===== config.mk =====
export PLATFORM = sky130hd
export DESIGN_NAME = tcr_timer2
export DESIGN_NICKNAME = d
export VERILOG_FILES = /design/src/hdl/tcr_pkg.sv /design/src/hdl/tcr_edge_sync.sv /design/src/hdl/tcr_timer2.sv
export SDC_FILE = /design/constraint.sdc
export NUM_CORES = 1
export LEC_CHECK = 0
export ABC_AREA = 1
export BUFFER_PORTS_ARGS = -buffer_cell sky130_fd_sc_hd__buf_2
export CAP_MARGIN = 20
export CORE_AREA = 2 2 96 98
export DETAILED_ROUTE_END_ITERATION = 8
export DIE_AREA = 0 0 98 100
export GPL_ROUTABILITY_DRIVEN = 0
export PLACE_DENSITY_LB_ADDON = 0.25
export SKIP_LAST_GASP = 1
export SYNTH_ARGS = -nofsm -noshare
export SYNTH_HDL_FRONTEND = slang
export SYNTH_HIERARCHICAL = 1
export SYNTH_SLANG_ARGS = --single-unit

===== constraint.sdc =====
create_clock -name i_clk -period 2.35 [get_ports i_clk]
set_input_delay 0 -clock i_clk [delete_from_list [all_inputs] [get_ports i_clk]]
set_output_delay 0 -clock i_clk [all_outputs]
set_load 0.01 [all_outputs]

===== src/hdl/tcr_pkg.sv =====
package tcr_pkg;

    // register byte offsets on the avalon slave
    localparam logic [4:0] TCR_OFS_CTRL = 5'h00;
    localparam logic [4:0] TCR_OFS_CKCTL = 5'h04;
    localparam logic [4:0] TCR_OFS_CNT_LO = 5'h08;
    localparam logic [4:0] TCR_OFS_CNT_HI = 5'h0c;
    localparam logic [4:0] TCR_OFS_RCAP_LO = 5'h10;
    localparam logic [4:0] TCR_OFS_RCAP_HI = 5'h14;
    localparam logic [4:0] TCR_OFS_AUX = 5'h18;

    // field positions
    localparam int TCR_CKCTL_DIV1_BIT = 5;
    localparam int TCR_AUX_ADC_BIT = 0;

    // values after reset
    localparam logic [7:0] TCR_CTRL_RST = 8'h00;
    localparam logic [15:0] TCR_CNT_RST = 16'h0000;
    localparam logic [15:0] TCR_RCAP_RST = 16'h0000;

    // cycle counts
    localparam logic [3:0] TCR_DIV12_LAST = 4'hb;
    localparam logic [3:0] TCR_DIV2_LAST = 4'h1;
    localparam logic [3:0] TCR_BIT_PRE_LAST = 4'hf;
    localparam logic [15:0] TCR_CNT_MAX = 16'hffff;

    typedef struct packed {
        logic overflow_flag;
        logic ext_edge_flag;
        logic rx_baud_select;
        logic tx_baud_select;
        logic ext_enable;
        logic run_control;
        logic counter_select;
        logic capture_reload_select;
    } tcr_ctrl_t;

    typedef struct packed {
        logic ext_count_pin;
        logic ext_trigger_pin;
    } tcr_pins_t;

    typedef enum logic [1:0] {
        TCR_MODE_OFF,
        TCR_MODE_CAPTURE,
        TCR_MODE_RELOAD,
        TCR_MODE_BAUD
    } tcr_mode_t;

    typedef struct packed {
        tcr_ctrl_t ctrl;
        logic clock_divide_select;
        logic adc_start_enable;
        logic [15:0] count;
        logic [15:0] rcap;
        logic [3:0] pre_cnt;
        logic ext_half;
        logic [3:0] rx_pre;
        logic [3:0] tx_pre;
        logic rx_shift;
        logic tx_shift;
        logic rx_bit;
        logic tx_bit;
        logic adc_start;
        logic irq;
        logic waitreq;
        logic [31:0] rdata;
    } tcr_state_t;

    localparam tcr_state_t TCR_STATE_RST = '{
        ctrl: TCR_CTRL_RST,
        count: TCR_CNT_RST,
        rcap: TCR_RCAP_RST,
        waitreq: 1'b1,
        default: '0
    };

endpackage


===== src/hdl/tcr_edge_sync.sv =====
`timescale 1ns/1ns

module tcr_edge_sync
    import tcr_pkg::*;
(
    // clock and reset
    input wire logic i_clk,
    input wire logic i_resetn,
    // raw pins
    input tcr_pins_t i_pins,
    // one-cycle falling edge pulses
    output tcr_pins_t o_fall
);

    typedef struct packed {
        tcr_pins_t meta;
        tcr_pins_t sync;
        tcr_pins_t prev;
        tcr_pins_t fall;
    } tcr_sync_state_t;

    tcr_sync_state_t sync_ff;
    tcr_sync_state_t nxt_sync;

    // pins idle high, so reset to ones to avoid a false edge after reset
    always_comb
    begin
        nxt_sync = sync_ff;
        nxt_sync.meta = i_pins;
        nxt_sync.sync = sync_ff.meta;
        nxt_sync.prev = sync_ff.sync;
        nxt_sync.fall = sync_ff.prev & ~sync_ff.sync;
    end

    always_ff @(posedge i_clk)
    begin
        if (!i_resetn)
        begin
            sync_ff <= '{meta: '1, sync: '1, prev: '1, fall: '0};
        end
        else
        begin
            sync_ff <= nxt_sync;
        end
    end

    assign o_fall = sync_ff.fall;

endmodule // tcr_edge_sync


===== src/hdl/tcr_timer2.sv =====
`timescale 1ns/1ns

// Overview of operation
// - count register is 16 bits, read and written as low and high bytes
// - timer function counts system clock divided by one or twelve, by two in baud mode
// - counter function increments on each falling edge of count pin, on every second edge in baud mode
// - overflow can be selected as an adc conversion start pulse
// - run off means off; else baud bits, then capture/reload bit pick mode
// - capture mode: enabled trigger edge copies count into reload pair
// - with external enable clear, trigger edges are ignored entirely
// - capture and reload modes: rollover sets overflow flag, requests interrupt
// - reload mode: overflow loads reload pair into the count
// - reload mode: enabled trigger edge also reloads the count
// - run bit starts the timer; clearing it stops every mode
// - either baud select forces reload behaviour regardless of capture bit
// - baud mode: overflow sets no flag, gives a uart shift clock pulse
// - overflow goes to rx clock and tx clock by their own selects
// - baud shift clocks only when the uart runs in mode 1 or 3
// - uart bit rate is the overflow rate divided by sixteen
// - baud timebase is system clock over two, or the count pin
// - external baud rate is pin frequency over 32 times reload distance
// - baud mode: enabled trigger edge sets external flag, requests interrupt
module tcr_timer2
    import tcr_pkg::*;
(
    // clock and reset
    input wire logic i_clk,
    input wire logic i_resetn,
    // avalon-mm slave
    input wire logic [4:0] i_avs_address,
    input wire logic i_avs_read,
    input wire logic i_avs_write,
    input wire logic [31:0] i_avs_writedata,
    input wire logic [3:0] i_avs_byteenable,
    output logic [31:0] o_avs_readdata,
    output logic o_avs_waitrequest,
    // external pins
    input wire logic i_ext_count_pin,
    input wire logic i_ext_trigger_pin,
    // uart side
    input wire logic i_uart_mode_1_or_3,
    output logic o_rx_shift_clk,
    output logic o_tx_shift_clk,
    output logic o_rx_bit_tick,
    output logic o_tx_bit_tick,
    // system side
    output logic o_timer_irq,
    output logic o_adc_start
);

    tcr_state_t st_ff;
    tcr_state_t nxt_st;
    tcr_pins_t pins;
    tcr_pins_t fall;
    tcr_mode_t mode;
    logic baud_sel;
    logic sys_tick;
    logic ext_tick;
    logic inc;
    logic ovf;
    logic trig;
    logic bus_req;
    logic bus_take;
    logic bus_wr;
    logic lane0;
    logic [7:0] wbyte;
    logic [7:0] rbyte;

    assign pins.ext_count_pin = i_ext_count_pin;
    assign pins.ext_trigger_pin = i_ext_trigger_pin;

    tcr_edge_sync u_sync (
        .i_clk(i_clk),
        .i_resetn(i_resetn),
        .i_pins(pins),
        .o_fall(fall)
    );

    // mode decode
    always_comb
    begin
        baud_sel = st_ff.ctrl.rx_baud_select | st_ff.ctrl.tx_baud_select;
        if (!st_ff.ctrl.run_control)
        begin
            mode = TCR_MODE_OFF;
        end
        else if (baud_sel)
        begin
            mode = TCR_MODE_BAUD;
        end
        else if (st_ff.ctrl.capture_reload_select)
        begin
            mode = TCR_MODE_CAPTURE;
        end
        else
        begin
            mode = TCR_MODE_RELOAD;
        end
    end

    // count source: prescaled system clock or count pin edges
    always_comb
    begin
        if (mode == TCR_MODE_BAUD)
        begin
            sys_tick = (st_ff.pre_cnt == TCR_DIV2_LAST);
        end
        else if (st_ff.clock_divide_select)
        begin
            sys_tick = 1'b1;
        end
        else
        begin
            sys_tick = (st_ff.pre_cnt == TCR_DIV12_LAST);
        end
        // every second pin edge in baud mode gives the 32 of the rate formula
        if (mode == TCR_MODE_BAUD)
        begin
            ext_tick = fall.ext_count_pin & st_ff.ext_half;
        end
        else
        begin
            ext_tick = fall.ext_count_pin;
        end
        if (mode == TCR_MODE_OFF)
        begin
            inc = 1'b0;
        end
        else if (st_ff.ctrl.counter_select)
        begin
            inc = ext_tick;
        end
        else
        begin
            inc = sys_tick;
        end
        ovf = inc & (st_ff.count == TCR_CNT_MAX);
        trig = fall.ext_trigger_pin & st_ff.ctrl.ext_enable & (mode != TCR_MODE_OFF);
    end

    // bus decode
    always_comb
    begin
        bus_req = i_avs_read | i_avs_write;
        bus_take = bus_req & st_ff.waitreq;
        bus_wr = i_avs_write & ~st_ff.waitreq;
        lane0 = i_avs_byteenable[0];
        wbyte = i_avs_writedata[7:0];
        case (i_avs_address)
            TCR_OFS_CTRL:
            begin
                rbyte = st_ff.ctrl;
            end
            TCR_OFS_CKCTL:
            begin
                rbyte = 8'h00;
                rbyte[TCR_CKCTL_DIV1_BIT] = st_ff.clock_divide_select;
            end
            TCR_OFS_CNT_LO:
            begin
                rbyte = st_ff.count[7:0];
            end
            TCR_OFS_CNT_HI:
            begin
                rbyte = st_ff.count[15:8];
            end
            TCR_OFS_RCAP_LO:
            begin
                rbyte = st_ff.rcap[7:0];
            end
            TCR_OFS_RCAP_HI:
            begin
                rbyte = st_ff.rcap[15:8];
            end
            TCR_OFS_AUX:
            begin
                rbyte = 8'h00;
                rbyte[TCR_AUX_ADC_BIT] = st_ff.adc_start_enable;
            end
            default:
            begin
                rbyte = 8'h00;
            end
        endcase
    end

    always_comb
    begin
        nxt_st = st_ff;

        // prescalers restart whenever the timer is stopped
        if (mode == TCR_MODE_OFF)
        begin
            nxt_st.pre_cnt = 4'h0;
            nxt_st.ext_half = 1'b0;
        end
        else
        begin
            if (sys_tick)
            begin
                nxt_st.pre_cnt = 4'h0;
            end
            else
            begin
                nxt_st.pre_cnt = st_ff.pre_cnt + 4'h1;
            end
            if (fall.ext_count_pin && mode == TCR_MODE_BAUD)
            begin
                nxt_st.ext_half = ~st_ff.ext_half;
            end
        end

        // count and reload/capture pair
        if (inc)
        begin
            nxt_st.count = st_ff.count + 16'h0001;
        end
        if (ovf && (mode == TCR_MODE_RELOAD || mode == TCR_MODE_BAUD))
        begin
            nxt_st.count = st_ff.rcap;
        end
        if (trig && mode == TCR_MODE_RELOAD)
        begin
            nxt_st.count = st_ff.rcap;
        end
        if (trig && mode == TCR_MODE_CAPTURE)
        begin
            nxt_st.rcap = st_ff.count;
        end

        // baud outputs: per-overflow shift clocks and divided-by-16 bit ticks
        nxt_st.rx_shift = ovf & (mode == TCR_MODE_BAUD) & st_ff.ctrl.rx_baud_select
            & i_uart_mode_1_or_3;
        nxt_st.tx_shift = ovf & (mode == TCR_MODE_BAUD) & st_ff.ctrl.tx_baud_select
            & i_uart_mode_1_or_3;
        nxt_st.rx_bit = 1'b0;
        nxt_st.tx_bit = 1'b0;
        if (nxt_st.rx_shift)
        begin
            nxt_st.rx_pre = st_ff.rx_pre + 4'h1;
            nxt_st.rx_bit = (st_ff.rx_pre == TCR_BIT_PRE_LAST);
        end
        if (nxt_st.tx_shift)
        begin
            nxt_st.tx_pre = st_ff.tx_pre + 4'h1;
            nxt_st.tx_bit = (st_ff.tx_pre == TCR_BIT_PRE_LAST);
        end
        if (mode != TCR_MODE_BAUD)
        begin
            nxt_st.rx_pre = 4'h0;
            nxt_st.tx_pre = 4'h0;
        end

        nxt_st.adc_start = ovf & st_ff.adc_start_enable;

        // bus handshake: one wait cycle, then the access completes
        nxt_st.waitreq = 1'b1;
        if (bus_take)
        begin
            nxt_st.waitreq = 1'b0;
            nxt_st.rdata = {24'h000000, rbyte};
        end

        // software writes; a byte write to the count wins over counting
        if (bus_wr && lane0)
        begin
            case (i_avs_address)
                TCR_OFS_CTRL:
                begin
                    nxt_st.ctrl = wbyte;
                end
                TCR_OFS_CKCTL:
                begin
                    nxt_st.clock_divide_select = wbyte[TCR_CKCTL_DIV1_BIT];
                end
                TCR_OFS_CNT_LO:
                begin
                    nxt_st.count[7:0] = wbyte;
                end
                TCR_OFS_CNT_HI:
                begin
                    nxt_st.count[15:8] = wbyte;
                end
                TCR_OFS_RCAP_LO:
                begin
                    if (!(trig && mode == TCR_MODE_CAPTURE))
                    begin
                        nxt_st.rcap[7:0] = wbyte;
                    end
                end
                TCR_OFS_RCAP_HI:
                begin
                    if (!(trig && mode == TCR_MODE_CAPTURE))
                    begin
                        nxt_st.rcap[15:8] = wbyte;
                    end
                end
                TCR_OFS_AUX:
                begin
                    nxt_st.adc_start_enable = wbyte[TCR_AUX_ADC_BIT];
                end
                default:
                begin
                    nxt_st.adc_start_enable = st_ff.adc_start_enable;
                end
            endcase
        end

        // hardware sets win over a software clear in the same cycle
        if (ovf && mode != TCR_MODE_BAUD)
        begin
            nxt_st.ctrl.overflow_flag = 1'b1;
        end
        if (trig)
        begin
            nxt_st.ctrl.ext_edge_flag = 1'b1;
        end

        // the interrupt enable lives in the system interrupt controller
        nxt_st.irq = nxt_st.ctrl.overflow_flag | nxt_st.ctrl.ext_edge_flag;
    end

    always_ff @(posedge i_clk)
    begin
        if (!i_resetn)
        begin
            st_ff <= TCR_STATE_RST;
        end
        else
        begin
            st_ff <= nxt_st;
        end
    end

    assign o_avs_readdata = st_ff.rdata;
    assign o_avs_waitrequest = st_ff.waitreq;
    assign o_rx_shift_clk = st_ff.rx_shift;
    assign o_tx_shift_clk = st_ff.tx_shift;
    assign o_rx_bit_tick = st_ff.rx_bit;
    assign o_tx_bit_tick = st_ff.tx_bit;
    assign o_timer_irq = st_ff.irq;
    assign o_adc_start = st_ff.adc_start;

endmodule // tcr_timer2


# Word-level counts from Yosys, hierarchy flattened
# Index checks and enable logic that the tools add are counted.
[classes]
n_mux = 26
n_bitwise = 20
n_addsub = 4
n_eq_ne = 15
reduce_logical = 18
[op_table]
columns = ["cell", "n"]
rows = [
  ["two-way mux 16 bit", 4],
  ["two-way mux 8 bit", 7],
  ["one-hot mux 8 bit (7 select lines)", 1],
  ["two-way mux 42 bit", 1],
  ["two-way mux 33 bit", 1],
  ["adder 16 x 1 -> 16 bit (second input constant)", 1],
  ["== test 16 bit (second input constant)", 1],
  ["== test 5 bit (second input constant)", 3],
  ["adder 4 x 1 -> 4 bit (second input constant)", 3],
  ["AND 1 bit", 12],
  ["== test 4 bit (second input constant)", 3],
  ["== test 5 x 4 -> 1 bit (second input constant)", 2],
  ["AND reduction 2 bit", 5],
  ["two-way mux 1 bit", 9],
  ["logical AND 1 bit", 6],
  ["two-way mux 2 bit", 3],
  ["== test 5 x 3 -> 1 bit (second input constant)", 1],
  ["logical NOT 5 bit", 1],
  ["== test 2 bit (second input constant)", 2],
  ["== test 4 x 1 -> 1 bit (second input constant)", 1],
  ["OR reduction 2 bit", 2],
  ["NOT 1 bit", 3],
  ["bitwise OR 1 bit", 3],
  ["OR reduction 3 bit", 1],
  ["7 further kinds", 7],
]
[totals]
elab_cells = 115
inputBits = 48
register_bits = 78
output_inout_bits = 39

# Longest topological paths before layout
[depth]
word_depth = 15
mapped_depth = 14

# By module
# Netlist, hierarchy kept.
[modules_own_cells]
columns = ["mod", "area_per_inst_um2", "instances", "cells_each", "seq_area_each_um2"]
rows = [
  ["tcr_timer2", 4521.8, 1, 687, 1401.3],
  ["tcr_edge_sync", 235.2, 1, 26, 160.2],
]

# Worst setup path before layout
# Ideal clock, no wire load.
[synth_timing]
path_kind = "reg2reg"
startpoint = "register st_ff[68] (netlist name)"
endpoint = "register st_ff[68] (netlist name)"
slack_ps = 476
n_path_buf = 1
arrival_ps = 1819
path_stages_with_launch = 13
required_ps = 2294
cell_sequence = "dfxtp_1 ha_1 nand2_2 nor3_4 nand2_2 nor2_4 nand4_2 o21bai_4 buf_6 nand2_1 nand3_1 nand2_1 inv_1"
[synth_via]
elab_chain_cells = 7
word_cells_on_any_way = 9
classes_between = "1 x add/sub; 1 x eq/ne; 5 x mux; 1 x bitwise; 1 x reduce/logical"
[synth_rtl]
columns = ["item", "line", "rtl"]
rows = [
  ["start: declaration", "tcr_timer2.sv:51", "tcr_state_t st_ff;"],
  ["start signal: assignment", "tcr_timer2.sv:331", "st_ff <= nxt_st;"],
  ["branches (longest 3 deep; another with adder 16 x 1 -> 16 bit)", "-", ""],
  ["two-way mux 16 bit (*)", "tcr_timer2.sv:218", "if (ovf && (mode == TCR_MODE_RELOAD || mode == TCR_MODE_BAUD))"],
  ["two-way mux 16 bit (*)", "tcr_timer2.sv:222", "if (trig && mode == TCR_MODE_RELOAD)"],
  ["two-way mux 8 bit", "tcr_timer2.sv:267", "case (i_avs_address)"],
  ["two-way mux 42 bit (*)", "tcr_timer2.sv:265", "if (bus_wr && lane0)"],
]
# Every way passes the cells marked *.
# A chain may end at the register's enable or synchronous reset.

# Final worst setup path
[layout_timing]
startpoint = "register st_ff[69] (netlist name)"
endpoint = "register st_ff[73] (netlist name)"
# Same word-level chain as after synthesis.

==> flow_metrics.env <==
export IMPL_whs_path_depth=5
export IMPL_yosysSeqAreaShare_pct=32.82
export IMPL_cts_tree="built"
export IMPL_clkTransAtPathRegs_ns=0.09
export IMPL_max_slew_margin_rel_pct=40.35
export IMPL_worstPathRequired_ns=2.66
export IMPL_path_max_fanout=16
export IMPL_start_util_pct=53.51
export IMPL_die_w_um=98
export IMPL_cp_arrival_ns=2.43
export IMPL_cts_sinks=78
export IMPL_dpl_instance_area_sq_um=4873
export IMPL_hp_start="i_avs_writedata[7]"
export IMPL_die_area_sq_um=9800
export IMPL_end_kind="flip-flop"
export IMPL_holdPathEnd="st_ff[83]"
export IMPL_reg2reg_from="st_ff[69]"
export IMPL_hp_class="in2reg"
export IMPL_drtPass1Iterations=5
export IMPL_routed_wl_um=12270
export IMPL_cts_buffer_depth=2
export IMPL_worst_pin_slew_ns=0.8938
export IMPL_h_tree_depth=3
export IMPL_reg2reg_depth=12
export IMPL_ys_seq_elements=78
export IMPL_fillers=870
export IMPL_finalHoldViolCount=0
export IMPL_drt_iter0_drc=411
export IMPL_port_buffers=35
export IMPL_powerDensity_nw_per_um2=476.4
export IMPL_syn2layout_area_growth_pct=8.285
export IMPL_wl_per_cell_um=14.20
export IMPL_fin_cells=864
export IMPL_dpl_worst_slack_ns=0.2700
export IMPL_cts_root_buf="clkbuf_8"
export IMPL_critical_path_class="reg2reg"
export IMPL_crit_path_max_incr_delay_ns=0.39
export IMPL_cp_start_kind="flip-flop"
export IMPL_fin_nets=801
export IMPL_syn_area_sq_um=4757
export IMPL_finClkSkew_ns=0.01283
export IMPL_period_minus_slack_ns=2.121
export IMPL_async_flop_share_pct=0
export IMPL_synthFlopType="dfxtp_1"
export IMPL_syn_inst=713
export IMPL_drv_cap=0
export IMPL_cpMaxStageDelayCell="dfxtp_1"
export IMPL_detailed_place_hpwl_um=8951
export IMPL_layout_commonest_cell="nand2_1"
export IMPL_core_area_sq_um=8890
export IMPL_io_pins=87
export IMPL_p_leak_nw=2.487
export IMPL_synth_cell_types=38
export IMPL_final_layout_size_suffix_gt1_share_pct=12.35
export IMPL_finalSetupViolations=0
export IMPL_finalSetupTns_ns=0
export IMPL_syn_area_per_cell_sq_um=6.672
export IMPL_clock_latency_ns=0.36
export IMPL_num_antenna_cells=0
export IMPL_antenna_found_initial=0
export IMPL_cts_made_buffers=9
export IMPL_slew_viol_final=0
export IMPL_cts_setup_buffers=0
export IMPL_rsz0062_at_grt="no"
export IMPL_mostFrequentLayoutCells="nand2_1 (180), inv_1 (109), dfxtp_1 (78)"
export IMPL_ir_worst_vdd_mv=0.2933
export IMPL_dpl_cell_count=839
export IMPL_regToRegSetupSlack_ns=0.23
export IMPL_yosysWarnings=6
export IMPL_ant_nets=0
export IMPL_setup_ws_ns=0.2293
export IMPL_grt_pass1_wl_um=19980
export IMPL_period_share_pct=90.24
export IMPL_status="finished, final reports clean"
export IMPL_design_area_sq_um=5151
export IMPL_vias=4559
export IMPL_die_y_um=100
export IMPL_fmax_ghz=0.4715
export IMPL_reg2reg_to="st_ff[73]"
export IMPL_track_usage_pct=25.52
export IMPL_grt_pass1_vias=3991
export IMPL_grt_max_degree=51
export IMPL_synth_edf_count=0
export IMPL_fp_row_count=35
export IMPL_path_cells="ha_1 > nand2_2 > nor3_4 > nand2_2 > nor2_4 > nand4_2 > o21bai_4 > buf_12 > nand2_1 > nand3_1 > nand2_1 > inv_1"
export IMPL_vias_per_cell=5.277
export IMPL_drc=0
export IMPL_grt_overflow=0
[power by group]
part           switching (mW)  internal [mW]  leakage [nW]
clock                   0.574          0.407        0.0903
combinational          0.0984         0.0416          1.77
sequential            0.00452           1.33         0.630
[worst max path at each step]
stage          startpoint         to  slack (ns)  cells after the start
2_1_floorplan   st_ff[68]  st_ff[68]        0.48                     12
3_3_place_gp    st_ff[69]  st_ff[73]        0.31                     12
3_5_place_dp    st_ff[69]  st_ff[68]        0.27                     12
4_1_cts         st_ff[69]  st_ff[68]        0.24                     12
5_1_grt         st_ff[69]  st_ff[40]        0.04                     10
6_report        st_ff[69]  st_ff[73]        0.23                     12
[state kept, by name (all words and copies together), names as in the netlist]
name	count
o_rx_bit_tick	1
u_sync/nxt_sync	4
o_tx_shift_clk	1
o_timer_irq	1
o_rx_shift_clk	1
st_ff	55
o_avs_waitrequest	1
u_sync/sync_ff	2
u_sync/o_fall	2
o_adc_start	1
o_avs_readdata	8
o_tx_bit_tick	1
[cell type report]
type | count | area [sq um] | share of cell area, %
Multi-Input combinational cell | 491 | 2475 | 48.04
Timing Repair Buffer | 56 | 367.9 | 7.141
Clock inverter | 7 | 63.81 | 1.239
Inverter | 112 | 420.4 | 8.161
Sequential cell | 78 | 1562 | 30.31
Tap cell | 111 | 138.9 | 2.696
Clock buffer | 9 | 123.9 | 2.405
[cells in the mapped netlist (all sizes together) (2+ instances only)]
library cell  number  area share (%)
inv              111             8.8
nand3             80             9.2
o22ai              4            0.53
nor2              53             4.8
nand2            188              15
clkbuf            11            0.87
ha                 5             1.3
o211ai            21             3.3
dfxtp             78              33
xnor2              2            0.37
xor2              14             2.6
nor3              14             2.1
o21ai             45             4.8
buf               44             7.3
a21oi             24             2.8
nand4             13             2.2
[worst max-delay path, delay by kind of cell (launching register included)]
kind / cells / cell delay [ns]
fa+ha+maj: 1 / 0.27
buf+inv: 2 / 0.21
simple gates: 8 / 1.00
compound gates: 1 / 0.21
flops: 1 / 0.39
[stage by stage]
step	hold slack, ns	utilization [%]	power, mW
final	0.006500	57.95	2.454
after global routing	0.03755	57.95	2.535
after CTS	0.004517	57.95	2.461
after detailed placement	0.1740	54.82	1.489
after global placement	0.1717	54.82	1.488
after floorplan	0.06865	-	1.472
[logic make-up (layout without fill, tap and decap cells)]
family	Yosys count	after routing	share of synthesized area (%)
AOI/OAI and AO/OA	96	96	11.99
xor gates and xnor gates	16	16	2.946
adders and majority gates	5	5	1.315
buffers and inverters	167	184	16.96
DFF	78	78	32.82
other	1	24	0.07883
and+or+nand+nor	350	350	33.88
[timing repair]
item	in CTS	in global routing
hold buffers	9	0
endpoints found under the hold margin	12	0
resized for setup	0	0
[metal layers]
| metal | up-vias | routed length, um | track usage (%) |
|---|---|---|---|
| met4 | 0 | 437 | 11.22 |
| met3 | 37 | 922 | 2.994 |
| met2 | 196 | 5675 | 40.99 |
| met5 | - | 0 | 0 |
| met1 | 2032 | 5231 | 34.81 |
| li1 | 2294 | - | - |
No activity file was read; power rests on OpenSTA's default activity.
